--- src/dehy_defines.svh ---
`ifndef DEHY_DEFINES_SVH
`define DEHY_DEFINES_SVH

// clock and time base
`define CLK_HZ 50000000
`define TEST_CYC 50000000
`define HP_PERSIST_S 30
// 2.5 h soak, 6 h cooling, 200 h in service, all in seconds
`define SOAK_S 9000
`define COOL_S 21600
`define SVC_MAX_S 720000
`define HEAT_MAX_S 7200
`define PURGE_S 600
`define DUTY_WIN_S 100

// register offsets (byte addresses)
`define OFS_CTRL 8'h00
`define OFS_HP_THR 8'h04
`define OFS_DUTY_THR 8'h08
`define OFS_PMIN 8'h0c
`define OFS_PMAX 8'h10
`define OFS_LP_THR 8'h14
`define OFS_REGEN_T 8'h18
`define OFS_RELAY_SEL 8'h1c
`define OFS_STATUS 8'h20
`define OFS_MEAS 8'h24
`define OFS_SVC_TIME 8'h28

// reset values; pressure in 0.01 psig, temperature in 0.1 degF
`define RST_HP_THR 16'h0096
`define RST_DUTY_THR 8'h32
`define RST_PMIN 16'h0028
`define RST_PMAX 16'h003c
`define RST_LP_THR 16'h000a
`define RST_REGEN_T 16'h0dac
`define RST_RELAY_SEL 9'h088

// fixed temperature limits, 0.1 degF
`define COLD_LIMIT 16'h0140
`define ENCL_LIMIT 16'h0190
`define WET_DEW 16'hff06
`define COOL_DELTA 16'h00b4

// alarm vector bit positions
`define AL_SUM 0
`define AL_LOWP 1
`define AL_DEW 2
`define AL_HIGHP 3
`define AL_DUTY 4
`define AL_DEAD_A 5
`define AL_DEAD_B 6
`define AL_UNIT 7

// status word field positions
`define ST_SVC_BIT 8
`define ST_SEQ_LSB 9
`define ST_RGN_LSB 11
`define ST_COMP_BIT 14

`endif

--- src/dehy_pkg.sv ---
package dehy_pkg;
  typedef logic signed [15:0] meas_t;
  typedef enum logic [1:0] {
    S_TEST_A = 2'b00,
    S_TEST_B = 2'b01,
    S_RUN = 2'b11
  } seq_e;
  typedef enum logic [2:0] {
    R_IDLE = 3'b000,
    R_HEAT = 3'b001,
    R_SOAK = 3'b011,
    R_PURGE = 3'b010,
    R_COOL = 3'b110
  } regen_e;
endpackage

--- src/dehy_sequencer.sv ---
// The strobed register port and the register offsets were decided locally.
`timescale 1ns/1ns
`include "dehy_defines.svh"
// Operation
// [RULE1] high pressure alarm only after pressure above threshold over 30 s
// [RULE2] high pressure threshold resets to 1.5 psig, software may change it
// [RULE3] duty alarm while duty above threshold, threshold resets to 50 %
// [RULE4] duty cycle and discharge pressure readable by software
// [RULE5] compressor held off while internal temperature below 32 degF
// [RULE6] enclosure heater on below 40 degF on weatherproof variant
// [RULE7] three relays, defaults summary, low pressure, dew; source selectable
// [RULE8] relay de-energized on alarm, energized only with no alarm
// [RULE9] regeneration heats to target, soaks 2.5 h, then purges
// [RULE10] canister failing to reach target is marked dead with error
// [RULE11] six hour cool; not within 18 degF of ambient marks unit dead
// [RULE12] wet discharge above -25 degF schedules in-service canister regen
// [RULE13] in-service time counted, regen forced at 200 hours
// [RULE14] power-up: test first, switch to second; first regen if wet
// [RULE15] second tested; if wet first returns, second regenerated
// [RULE16] both wet: second stays in service, first regen, dew alarm
// [RULE17] five sensor inputs: ambient, two canisters, pressure, dew point
// [RULE18] power and summary alarm indicators, status to comms side
// [RULE19] exactly one canister in service at any time
// [RULE20] compressor on below minimum pressure, off at maximum, hold between; purge runs it at any pressure
// [RULE21] persistence timer restarts at or below threshold, alarm clears
// [RULE22] power-up moisture test length is a parameter in clock ticks
module dehy_sequencer
  import dehy_pkg::*;
#(
  parameter int SEC_CYCLES = `CLK_HZ,
  parameter int TEST_CYCLES = `TEST_CYC,
  parameter int SOAK_S = `SOAK_S,
  parameter int COOL_S = `COOL_S,
  parameter int SVC_MAX_S = `SVC_MAX_S,
  parameter int HEAT_MAX_S = `HEAT_MAX_S,
  parameter int PURGE_S = `PURGE_S,
  parameter int DUTY_WIN_S = `DUTY_WIN_S
) (
  input wire logic CORE_CLK, // system clock, 50 MHz
  input wire logic RESET, // async reset, active high
  input wire logic [15:0] AMB_TEMP, // internal ambient, 0.1 degF
  input wire logic [15:0] CAN_A_TEMP, // canister A housing, 0.1 degF
  input wire logic [15:0] CAN_B_TEMP, // canister B housing, 0.1 degF
  input wire logic [15:0] PRESSURE, // discharge, 0.01 psig
  input wire logic [15:0] DEW_POINT, // discharge dew point, 0.1 degF
  input wire logic [7:0] ADDR, // register byte address
  input wire logic [31:0] WDATA, // register write data
  input wire logic WR, // write strobe
  input wire logic RD, // read strobe
  output logic [31:0] RDATA, // read data, cycle after RD
  output logic COMP_ON, // compressor drive
  output logic HEAT_A, // canister A heater
  output logic HEAT_B, // canister B heater
  output logic SVC_VALVE_A, // canister A in service
  output logic SVC_VALVE_B, // canister B in service
  output logic PURGE_VALVE, // purge path open
  output logic ENCL_HEAT, // enclosure heater
  output logic LED_POWER, // power indicator
  output logic LED_ALARM, // summary alarm indicator
  output logic [2:0] RELAY, // relay coils, high = energized
  output logic [7:0] ALARMS // alarm vector to comms side
);
  localparam int SW = $clog2(SEC_CYCLES);
  localparam int TW = $clog2(TEST_CYCLES + 1);
  localparam int XW = $clog2(SVC_MAX_S + 1);

  if (SEC_CYCLES < 2 || TEST_CYCLES < 1 || SOAK_S > SVC_MAX_S ||
      COOL_S > SVC_MAX_S || HEAT_MAX_S > SVC_MAX_S ||
      PURGE_S > SVC_MAX_S || SOAK_S < 1 || COOL_S < 1) begin : g_bad
    $error("timing parameters out of range");
  end

  function automatic logic pick(input logic [7:0] v, input logic [2:0] s);
    return v[s];
  endfunction

  ////////////////////////////////////////////////////////////////////////
  // time base and sensor decode

  logic [SW-1:0] div_q;
  logic tick_q;
  meas_t amb, press, dew, rg_temp;
  logic cold, chilly, wet, above_hp;

  always_ff @(posedge CORE_CLK or posedge RESET) begin
    if (RESET) begin
      div_q <= '0;
      tick_q <= 1'b0;
    end else begin
      tick_q <= (div_q == SW'(SEC_CYCLES - 1));
      div_q <= (div_q == SW'(SEC_CYCLES - 1)) ? '0 : div_q + SW'(1);
    end
  end

  assign amb = meas_t'(AMB_TEMP); // [RULE17]
  assign press = meas_t'(PRESSURE);
  assign dew = meas_t'(DEW_POINT);
  assign cold = amb < meas_t'(`COLD_LIMIT);
  assign chilly = amb < meas_t'(`ENCL_LIMIT);
  assign wet = dew > meas_t'(`WET_DEW); // [RULE12]

  ////////////////////////////////////////////////////////////////////////
  // register file

  logic ctrl_q;
  logic [15:0] hp_thr_q, pmin_q, pmax_q, lp_thr_q, regen_t_q;
  logic [7:0] duty_thr_q;
  logic [8:0] relay_sel_q;
  logic [7:0] duty_pct;
  logic [31:0] rd_mux;
  seq_e seq_q;
  regen_e rg_q;
  logic svc_q;
  logic [XW-1:0] svc_s_q [2];

  always_ff @(posedge CORE_CLK or posedge RESET) begin
    if (RESET) begin
      ctrl_q <= 1'b0;
      hp_thr_q <= `RST_HP_THR; // [RULE2]
      duty_thr_q <= `RST_DUTY_THR; // [RULE3]
      pmin_q <= `RST_PMIN;
      pmax_q <= `RST_PMAX;
      lp_thr_q <= `RST_LP_THR;
      regen_t_q <= `RST_REGEN_T;
      relay_sel_q <= `RST_RELAY_SEL; // [RULE7]
    end else if (WR) begin
      if (ADDR == `OFS_CTRL) ctrl_q <= WDATA[0];
      if (ADDR == `OFS_HP_THR) hp_thr_q <= WDATA[15:0]; // [RULE2]
      if (ADDR == `OFS_DUTY_THR) duty_thr_q <= WDATA[7:0];
      if (ADDR == `OFS_PMIN) pmin_q <= WDATA[15:0];
      if (ADDR == `OFS_PMAX) pmax_q <= WDATA[15:0];
      if (ADDR == `OFS_LP_THR) lp_thr_q <= WDATA[15:0];
      if (ADDR == `OFS_REGEN_T) regen_t_q <= WDATA[15:0];
      if (ADDR == `OFS_RELAY_SEL) relay_sel_q <= WDATA[8:0]; // [RULE7]
    end
  end

  // unmapped addresses read as zero; read has no side effects
  assign rd_mux =
    (ADDR == `OFS_CTRL) ? {31'h0, ctrl_q} :
    (ADDR == `OFS_HP_THR) ? {16'h0, hp_thr_q} :
    (ADDR == `OFS_DUTY_THR) ? {24'h0, duty_thr_q} :
    (ADDR == `OFS_PMIN) ? {16'h0, pmin_q} :
    (ADDR == `OFS_PMAX) ? {16'h0, pmax_q} :
    (ADDR == `OFS_LP_THR) ? {16'h0, lp_thr_q} :
    (ADDR == `OFS_REGEN_T) ? {16'h0, regen_t_q} :
    (ADDR == `OFS_RELAY_SEL) ? {23'h0, relay_sel_q} :
    (ADDR == `OFS_STATUS) ?
      {17'h0, COMP_ON, rg_q, seq_q, svc_q, ALARMS} : // [RULE18]
    (ADDR == `OFS_MEAS) ? {8'h0, duty_pct, PRESSURE} : // [RULE4]
    (ADDR == `OFS_SVC_TIME) ? 32'(svc_s_q[svc_q]) :
    32'h0;

  always_ff @(posedge CORE_CLK or posedge RESET) begin
    if (RESET) RDATA <= 32'h0;
    else RDATA <= RD ? rd_mux : 32'h0;
  end

  ////////////////////////////////////////////////////////////////////////
  // power-up test and canister selection

  logic [TW-1:0] tcnt_q;
  logic wet_a_q, both_wet_q;
  logic test_done, svc_due, swap_ok, start_rg, start_can, rg_fin;
  logic [1:0] dead_q;
  logic unit_dead_q;
  logic [XW-1:0] rt_q;
  logic rg_can_q;

  assign test_done = tcnt_q == TW'(TEST_CYCLES - 1); // [RULE22]
  assign svc_due = svc_s_q[svc_q] >= XW'(SVC_MAX_S); // [RULE13]
  // a swap needs an idle regenerator and a healthy standby canister
  assign swap_ok = (seq_q == S_RUN) && (rg_q == R_IDLE) &&
                   !dead_q[!svc_q] && (wet || svc_due); // [RULE12] [RULE13]
  assign start_rg = (seq_q == S_TEST_A && test_done && wet) || // [RULE14]
    (seq_q == S_TEST_B && test_done && wet && !wet_a_q) || // [RULE15]
    swap_ok;
  assign start_can = (seq_q == S_TEST_A) ? 1'b0 :
                     (seq_q == S_TEST_B) ? 1'b1 : svc_q;

  always_ff @(posedge CORE_CLK or posedge RESET) begin
    if (RESET) begin
      seq_q <= S_TEST_A;
      svc_q <= 1'b0;
      tcnt_q <= '0;
      wet_a_q <= 1'b0;
      both_wet_q <= 1'b0;
    end else begin
      case (seq_q)
        S_TEST_A: begin
          tcnt_q <= test_done ? '0 : tcnt_q + TW'(1);
          if (test_done) begin
            wet_a_q <= wet;
            svc_q <= 1'b1; // [RULE14]
            seq_q <= S_TEST_B;
          end
        end
        S_TEST_B: begin
          tcnt_q <= test_done ? '0 : tcnt_q + TW'(1);
          if (test_done) begin
            seq_q <= S_RUN;
            if (wet && !wet_a_q) svc_q <= 1'b0; // [RULE15]
            if (wet && wet_a_q) both_wet_q <= 1'b1; // [RULE16]
          end
        end
        S_RUN: begin
          if (swap_ok) svc_q <= !svc_q; // [RULE19]
          else if (rg_fin) both_wet_q <= 1'b0;
        end
        default: seq_q <= S_TEST_A;
      endcase
    end
  end

  // in-service time, cleared as a canister leaves for regeneration
  always_ff @(posedge CORE_CLK or posedge RESET) begin
    if (RESET) begin
      svc_s_q[0] <= '0;
      svc_s_q[1] <= '0;
    end else begin
      for (int i = 0; i < 2; i++) begin
        if (start_rg && start_can == 1'(i)) svc_s_q[i] <= '0;
        else if (tick_q && svc_q == 1'(i) && !(svc_s_q[i] >= XW'(SVC_MAX_S)))
          svc_s_q[i] <= svc_s_q[i] + XW'(1); // [RULE13]
      end
    end
  end

  ////////////////////////////////////////////////////////////////////////
  // regeneration of the canister out of service

  logic reached, heat_to, cool_to;

  assign rg_temp = meas_t'(rg_can_q ? CAN_B_TEMP : CAN_A_TEMP);
  assign reached = rg_temp >= meas_t'(regen_t_q);
  assign heat_to = rt_q >= XW'(HEAT_MAX_S);
  assign cool_to = rt_q >= XW'(COOL_S);
  assign rg_fin = (rg_q == R_COOL) && cool_to;

  always_ff @(posedge CORE_CLK or posedge RESET) begin
    if (RESET) begin
      rg_q <= R_IDLE;
      rg_can_q <= 1'b0;
      rt_q <= '0;
      dead_q <= 2'b00;
      unit_dead_q <= 1'b0;
    end else begin
      if (rg_q != R_IDLE && tick_q) rt_q <= rt_q + XW'(1);
      case (rg_q)
        R_IDLE: if (start_rg) begin
          rg_can_q <= start_can;
          rg_q <= R_HEAT;
          rt_q <= '0;
        end
        R_HEAT: if (reached) begin // [RULE9]
          rg_q <= R_SOAK;
          rt_q <= '0;
        end else if (heat_to) begin
          dead_q[rg_can_q] <= 1'b1; // [RULE10]
          rg_q <= R_IDLE;
        end
        R_SOAK: if (rt_q >= XW'(SOAK_S)) begin // [RULE9]
          rg_q <= R_PURGE;
          rt_q <= '0;
        end
        R_PURGE: if (rt_q >= XW'(PURGE_S)) begin
          rg_q <= R_COOL;
          rt_q <= '0;
        end
        R_COOL: if (cool_to) begin
          // signed delta; a canister still hot after six hours kills the unit
          if (rg_temp - amb >= meas_t'(`COOL_DELTA))
            unit_dead_q <= 1'b1; // [RULE11]
          rg_q <= R_IDLE;
        end
        default: rg_q <= R_IDLE;
      endcase
    end
  end

  ////////////////////////////////////////////////////////////////////////
  // pressure control and alarms

  logic hyst_q;
  logic [5:0] hp_q;
  logic heat_on, comp_d;
  logic [7:0] al_w;

  assign above_hp = press > meas_t'(hp_thr_q);
  // purge borrows the compressor; cold inhibit still wins over it
  assign comp_d = (hyst_q || rg_q == R_PURGE) && !cold; // [RULE5]
  assign heat_on = (rg_q == R_HEAT) || (rg_q == R_SOAK && !reached);

  always_ff @(posedge CORE_CLK or posedge RESET) begin
    if (RESET) begin
      hyst_q <= 1'b0;
      hp_q <= 6'h00;
    end else begin
      if (press < meas_t'(pmin_q)) hyst_q <= 1'b1; // [RULE20]
      else if (press >= meas_t'(pmax_q)) hyst_q <= 1'b0;
      if (!above_hp) hp_q <= 6'h00; // [RULE21]
      else if (tick_q && hp_q <= 6'(`HP_PERSIST_S)) hp_q <= hp_q + 6'h01;
    end
  end

  assign al_w[`AL_LOWP] = press < meas_t'(lp_thr_q);
  assign al_w[`AL_DEW] = (seq_q == S_RUN && wet) || both_wet_q; // [RULE16]
  assign al_w[`AL_HIGHP] = above_hp && (hp_q > 6'(`HP_PERSIST_S)); // [RULE1]
  assign al_w[`AL_DUTY] = duty_pct > duty_thr_q; // [RULE3]
  assign al_w[`AL_DEAD_A] = dead_q[0]; // [RULE10]
  assign al_w[`AL_DEAD_B] = dead_q[1];
  assign al_w[`AL_UNIT] = unit_dead_q; // [RULE11]
  assign al_w[`AL_SUM] = |al_w[7:1];

  duty_meter #(
    .WIN_S(DUTY_WIN_S)
  ) u_duty (
    .clk(CORE_CLK),
    .rst(RESET),
    .sec_tick(tick_q),
    .comp_on(COMP_ON),
    .duty_pct(duty_pct) // [RULE4]
  );

  ////////////////////////////////////////////////////////////////////////
  // output flops

  always_ff @(posedge CORE_CLK or posedge RESET) begin
    if (RESET) begin
      COMP_ON <= 1'b0;
      HEAT_A <= 1'b0;
      HEAT_B <= 1'b0;
      SVC_VALVE_A <= 1'b1;
      SVC_VALVE_B <= 1'b0;
      PURGE_VALVE <= 1'b0;
      ENCL_HEAT <= 1'b0;
      LED_POWER <= 1'b0;
      LED_ALARM <= 1'b0;
      RELAY <= 3'h0;
      ALARMS <= 8'h00;
    end else begin
      COMP_ON <= comp_d; // [RULE5] [RULE20]
      HEAT_A <= heat_on && !rg_can_q;
      HEAT_B <= heat_on && rg_can_q;
      SVC_VALVE_A <= !svc_q; // [RULE19]
      SVC_VALVE_B <= svc_q;
      PURGE_VALVE <= rg_q == R_PURGE; // [RULE9]
      ENCL_HEAT <= ctrl_q && chilly; // [RULE6]
      LED_POWER <= 1'b1; // [RULE18]
      LED_ALARM <= al_w[`AL_SUM];
      // coil drops on alarm, so an alarm looks like loss of power
      for (int i = 0; i < 3; i++)
        RELAY[i] <= !pick(al_w, relay_sel_q[3*i +: 3]); // [RULE8]
      ALARMS <= al_w; // [RULE18]
    end
  end
endmodule

--- src/duty_meter.sv ---
`timescale 1ns/1ns
`include "dehy_defines.svh"
module duty_meter #(
  parameter int WIN_S = `DUTY_WIN_S
) (
  input wire logic clk, // system clock
  input wire logic rst, // async reset, high
  input wire logic sec_tick, // one pulse per second
  input wire logic comp_on, // compressor running
  output logic [7:0] duty_pct // last window duty, percent
);
  localparam int CW = $clog2(WIN_S + 1);
  logic [CW-1:0] win_q;
  logic [CW-1:0] on_q;
  logic win_end;
  logic [31:0] pct_w;

  if (WIN_S < 1 || WIN_S > 65535) begin : g_bad_win
    $error("duty window out of range");
  end

  // sampled once per second: coarse, but cheap and plenty for a duty ratio
  assign win_end = sec_tick && (win_q == CW'(WIN_S - 1));
  assign pct_w = ((32'(on_q) + 32'(comp_on)) * 32'd100) / 32'(WIN_S);

  always_ff @(posedge clk or posedge rst) begin
    if (rst) begin
      win_q <= '0;
      on_q <= '0;
      duty_pct <= 8'h00;
    end else if (win_end) begin
      win_q <= '0;
      on_q <= '0;
      duty_pct <= pct_w[7:0];
    end else if (sec_tick) begin
      win_q <= win_q + CW'(1);
      on_q <= on_q + CW'(comp_on);
    end
  end
endmodule

--- config.mk ---
export PLATFORM = sky130hd
export DESIGN_NAME = dehy_sequencer
export DESIGN_NICKNAME = d
export VERILOG_FILES = /design/src/dehy_pkg.sv /design/src/dehy_sequencer.sv /design/src/duty_meter.sv
export VERILOG_INCLUDE_DIRS = /design/src
export SDC_FILE = /design/constraint.sdc
export NUM_CORES = 1
export LEC_CHECK = 0
export ABC_CLOCK_PERIOD_IN_PS = 11300
export BUFFER_PORTS_ARGS = -buffer_cell sky130_fd_sc_hd__buf_2
export CAP_MARGIN = 30
export CORE_UTILIZATION = 56
export CTS_CLUSTER_DIAMETER = 150
export CTS_CLUSTER_SIZE = 16
export DETAILED_ROUTE_END_ITERATION = 12
export GPL_TIMING_DRIVEN = 0
export PLACE_DENSITY = 0.79
export RECOVER_POWER = 50
export SLEW_MARGIN = 20
export SYNTH_ARGS = -nofsm -noshare
export SYNTH_HDL_FRONTEND = slang
export SYNTH_HIERARCHICAL = 1
export SYNTH_SLANG_ARGS = --single-unit
--- constraint.sdc ---
create_clock -name CORE_CLK -period 11.3 [get_ports CORE_CLK]
set_clock_uncertainty 0.1 [all_clocks]
set_input_delay 3.39 -clock CORE_CLK [delete_from_list [all_inputs] [get_ports CORE_CLK]]
set_output_delay 3.39 -clock CORE_CLK [all_outputs]
set_load 0.1 [all_outputs]
After elaboration in Yosys (flattened, before gate mapping)
Index checks and enable logic that the tools add are counted.
{"block": "totals", "word_cells": 256, "ff_bits": 296, "in_bits": 124}
{"block": "classes", "div": 1, "mul": 1, "muxes": 68, "eq_ne": 32, "magnitude_cmp": 26, "n_bitwise": 6, "n_addsub": 10, "n_reduce_logical": 73}
{"op": "24-bit two-way mux", "count": 11}
{"op": "20-bit two-way mux", "count": 13}
{"op": "20-bit case mux with 4 select lines", "count": 1}
{"op": "20-bit by 1-bit adder with 20-bit output, second input constant", "count": 3}
{"op": "20-bit >= comparator, second input constant", "count": 3}
{"op": "26-bit by 1-bit adder with 26-bit output, second input constant", "count": 2}
{"op": "26-bit == test, second input constant", "count": 2}
{"op": "26-bit two-way mux", "count": 2}
{"op": "32-bit by 7-bit divider with 32-bit output, second input constant", "count": 1}
{"op": "8-bit by 5-bit == test with 1-bit output, second input constant", "count": 4}
{"op": "16-bit >= comparator", "count": 2}
{"op": "16-bit by 10-bit less-than comparator with 1-bit output, second input constant", "count": 2}
{"op": "16-bit less-than comparator", "count": 2}
{"op": "32-bit by 5-bit multiplier with 30-bit output, second input constant", "count": 1}
{"op": "1-bit logical AND", "count": 28}
{"op": "7-bit two-way mux", "count": 4}
{"op": "8-bit by 6-bit == test with 1-bit output, second input constant", "count": 3}
{"op": "20-bit by 10-bit >= comparator with 1-bit output, second input constant", "count": 1}
{"op": "20-bit by 13-bit >= comparator with 1-bit output, second input constant", "count": 1}
{"op": "20-bit by 14-bit >= comparator with 1-bit output, second input constant", "count": 1}
{"op": "20-bit by 15-bit >= comparator with 1-bit output, second input constant", "count": 1}
{"op": "2-bit AND reduction", "count": 10}
{"op": "1-bit two-way mux", "count": 18}
{"op": "3-bit two-way mux", "count": 6}
{"op": "other kinds (49)", "count": 95}

Logic depth before layout (Yosys ltp)
{"block": "logic_depth", "depth_word": 16, "ltp_mapped": 46, "depth_no_buf": 37}

Cells and area by module
The synthesis kept the hierarchy.
{"mod": "dehy_sequencer", "n_inst": 1, "area_per_inst_um2": 16328.2, "cells_each": 1652}
{"mod": "duty_meter", "n_inst": 1, "area_per_inst_um2": 5914.4, "cells_each": 801}

Least setup slack after synthesis
OpenSTA, ideal clock, no wires.
{"block": "synth_timing", "path_kind": "register -> register", "start": "reg COMP_ON", "end": "reg u_duty.duty_pct[0]", "t_required_ps": 11118, "setup_slack_ps": 395, "arrival_time_ps": 10723, "stages_incl_launch_ff": 42, "path_cell_list": "dfrtp_1 -> ha_1 -> ha_1 -> xnor2_2 -> clkbuf_1 -> inv_1 -> ha_1 -> ha_1 -> ha_1 -> inv_1 -> fa_1 -> nand4bb_1 -> nor4_4 -> o21ai_2 -> a222oi_1 -> buf_2 -> buf_4 -> nor2_1 -> [... 6 more ...] -> a22o_1 -> a2111oi_4 -> a2111oi_4 -> a21oi_1 -> nand4_2 -> nand2b_1 -> buf_6 -> o32ai_4 -> nor2_4 -> a311o_1 -> or2_1 -> buf_2 -> a21oi_4 -> mux2i_1 -> o211ai_1 -> a2111oi_0 -> a311oi_1 -> a31oi_1"}
{"block": "synth_between", "elab_chain_len": 3}
{"element": "start: declaration", "line": "dehy_sequencer.sv:51", "rtl": "output logic COMP_ON,"}
{"element": "start signal: assignment", "line": "dehy_sequencer.sv:342", "rtl": "COMP_ON <= comp_d;"}
{"element": "7-bit by 1-bit adder with 8-bit output", "line": "duty_meter.sv:24", "rtl": "assign pct_w = ((32'(on_q) + 32'(comp_on)) * 32'd100) / 32'(WIN_S);"}
{"element": "32-bit by 5-bit multiplier with 30-bit output", "line": "duty_meter.sv:24"}
{"element": "32-bit by 7-bit divider with 32-bit output", "line": "duty_meter.sv:24"}
{"element": "end signal: assignment", "line": "duty_meter.sv:34", "rtl": "duty_pct <= pct_w[7:0];"}
{"element": "end: declaration", "line": "duty_meter.sv:10", "rtl": "output logic [7:0] duty_pct"}
Every way passes these cells.
A chain may end at the register's enable or synchronous reset.

Worst setup path in the final report
Same ends and word-level chain as after synthesis.

==> out/results.tsv <==
stage	metric	value	unit
run_status	status	complete, but fails checks	
run_status	violations	max-capacitance violations, max-slew violations	
placement	io_buffers	149	
route	drt-wirelength-per-cell	20.8	µm
setup_path	startpoint_type	flop	
clock_tree	clk_pin_slew	0.07	ns
synth	synth_fa_ha_area_frac	0.0873	
synth	ys_warn_count	6	
layout	final_area	25000	µm²
synth	synth-seq-cells	295	
synth	async_flop_share	1.00	
global_routing	track_usage	0.319	
synth	yosysMostFrequentCell	dfrtp_1	
timing	setup_violations	0	
setup_path	rr_endpoint	u_duty/duty_pct[0]	
timing	finalCritPeriodShare	0.964	
route	routed_wl	66500	µm
setup_path	cp_max_fo	10	
synth	synth_flop_cell	dfrtp_1	
route	dr.pass1.iters	6	
synth	ys_top_cells_by_count	dfrtp_1, nor2_1, inv_1	
global_routing	antenna_found_initial	1	
setup_path	cp-endpoint	u_duty/duty_pct[0]	
global_routing	grt_pass1_vias	19600	
route	viasPerCell	6.35	
placement	place_congestion	0.965	
die	ioPinCount	176	
clock_tree	cts_buffers	22	
layout	regArea	7410	µm²
synth	synth_area_leaders	dfrtp_1, ha_1, mux2_2	
setup_path	critPathKind	reg -> reg	
synth	synth_cells	2453	
setup_path	cp_data_arrival_time	11.21	ns
die	start_util	0.572	
route	drt_iter0_drc	2013	
clock_tree	clk_latency	0.56	ns
setup_path	crit_path_max_incr_delay	0.51	ns
hold_path	holdCritStartpoint	div_q[0]	
synth	netlist.area_leader.share	0.304	
timing	min_period	10.89	ns
layout	insertedDiodeCount	0	
synth	synth_edf_count	0	
die	die_x	201	µm
layout	layout.nets	2945	
clock_tree	clock-root-buffer	clkbuf_16	
global_routing	grt_pass1_wl	104000	µm
timing	finalMaxSlewViolations	188	
placement	post_dp_cell_area	23700	µm²
setup_path	cp-startpoint	COMP_ON	
synth	synth_area	22200	µm²
route	drc	0	
setup_path	r2r-start	COMP_ON	
timing	timing.hold.ws	0.357	ns
synth	ys_seq_area_frac	0.333	
setup_path	r2r_setup_slack	0.41	ns
synth	synth_compound_area_frac	0.192	
timing	finalHoldViolCount	0	
timing	worst_pin_slew	4.26	ns
clock_tree	htreeDepth	1	
synth	postSynthAreaPerCell	9.07	µm²
hold_path	hold_class	reg -> reg	
global_routing	grt_max_degree	98	
layout	final_core_util	0.643	
die	fp.dieH	201	µm
setup_path	cp-end-kind	flop	
timing	timing.slew.headroom	-1.86	
layout	drive_above_1_share	0.201	
layout	fillCellCount	3234	
synth	synth_mux_area_frac	0.0807	
timing	fmax	91.8	MHz
pwr	ir_drop	0.0000965	V
die	core-area	38900	µm²
setup_path	rr_worst_depth	45	
synth	yosysUniqueCellTypes	121	
setup_path	crit_required	11.62	ns
clock_tree	cts_hold_buf	0	
clock_tree	cts_sinks	295	
layout	area_growth	12.5	%
synth	synth_xor_area_frac	0.0669	
route	vias	20300	
synth	synth_top_family_by_area	compound AO/OA/AOI/OAI gates	
pwr	p_per_area	89.4	nW/µm²
synth	yosysTopAreaCell	dfrtp_1	
clock_tree	ctsLongestPathBuffers	3	
clock_tree	cts_tree	built	
flow_run	cap_violations	2	
route	drtAntennaViolNets	0	
layout	multi_input_area	14100	µm²
die	rows	72	
setup_path	cp_slowest_cell	fa_1	
synth	synth-simple-area-share	0.189	
setup_path	cpMostUsedCell	buf_4	
pwr	p_leak	0.0109	µW
placement	hpwl	50000	µm
global_routing	gr-total-overflow	0	
die	dieArea	40500	µm²
==> state kept, by name (all words and copies together) (netlist names), 8 cells and up <==
signal,flops
div_q,26
regen_t_q,16
hp_thr_q,16
lp_thr_q,16
duty_thr_q,8
pmin_q,16
RDATA,24
pmax_q,16
rt_q,20
ALARMS,8
u_duty/duty_pct,8
svc_s_q,40
tcnt_q,26
relay_sel_q,9
==> metal layers <==
layer	share of wire	track usage
met5	0	0
met3	0.081	0.0484
met1	0.41	0.418
met4	0.053	0.153
met2	0.46	0.516
==> cells by family (layout without fill, tap and decap cells) <==
| kind of cell | after synthesis | in the layout |
|---|---|---|
| DFF | 295 | 295 |
| xor gates and xnor gates | 164 | 164 |
| adders and majority gates | 153 | 153 |
| other | 2 | 9 |
| and+or+nand+nor | 826 | 826 |
| muxes | 158 | 158 |
| buffers and inverters | 271 | 494 |
| AOI/OAI and AO/OA | 584 | 584 |
==> worst max-delay path, delay by kind of cell (launching register included) <==
family,cells,cell delay [ns]
adders and majority gates,7,2.11
DFF,1,0.43
buffers and inverters,11,1.69
AOI/OAI and AO/OA,16,3.69
xor gates and xnor gates,2,0.55
and+or+nand+nor,9,2.15
==> power breakdown <==
| group | switching, µW | total [µW] | internal (µW) | leakage [µW] |
|---|---|---|---|---|
| Sequential | 27.3 | 1110 | 1080 | 0.00370 |
| Clock | 390 | 761 | 371 | 0.000305 |
| Combinational | 237 | 364 | 127 | 0.00693 |
| Total | 654 | 2240 | 1580 | 0.0109 |
==> final cells by class <==
class                      count  area share
buffer                       103      0.0203
clock buffer                  36      0.0241
clock inverter                 2     0.00165
inverter                     167      0.0252
multi-input combinational   1894       0.565
sequential                   295       0.296
tap                          518      0.0259
timing repair buffer         186      0.0414
==> stage by stage <==
stage | setup TNS [ns] | cells | setup WS [ns] | power [µW]
6_report | 0 | 3201 | 0.406 | 2240
5_1_grt | -0.0941 | 3201 | -0.0941 | 2320
4_1_cts | 0 | 3182 | 0.00207 | 2240
3_5_place_dp | -1.76 | 3129 | -1.05 | 1480
3_3_place_gp | -582.47 | 3127 | -2.37 | 1460
2_1_floorplan | 0 | 2460 | 0.328 | 1370
==> worst min-delay path by stage <==
stage	end	cells past startpoint
global route	div_q[0]	1
CTS	div_q[0]	1
finish	div_q[0]	1
floorplan	ALARMS[5]	0
global placement	div_q[0]	1
detailed placement	div_q[0]	1
==> what timing repair did <==
item	in CTS	in global routing
setup buffers	16	16
gates resized for setup	45	48
pin swaps	11	19
setup endpoints to repair	3	2
==> cells in the final DEF, fill, tap and decap left out, types with 27 or more instances in the layout <==
| master | count |
|---|---|
| a21o_1 | 32 |
| mux2_2 | 130 |
| a21oi_1 | 105 |
| ha_1 | 145 |
| nor2_1 | 229 |
| and3_1 | 39 |
| buf_4 | 47 |
| o21ai_0 | 96 |
| buf_2 | 170 |
| o211ai_1 | 31 |
| nand3_1 | 102 |
| xnor2_1 | 68 |
| clkbuf_1 | 73 |
| dfrtp_1 | 269 |
| inv_1 | 164 |
| nand4_1 | 47 |
| nor2b_1 | 27 |
| nor3_1 | 41 |
| xor2_1 | 84 |
| or3_1 | 27 |
| nand2_1 | 162 |
(Power assumes the default switching activity.)
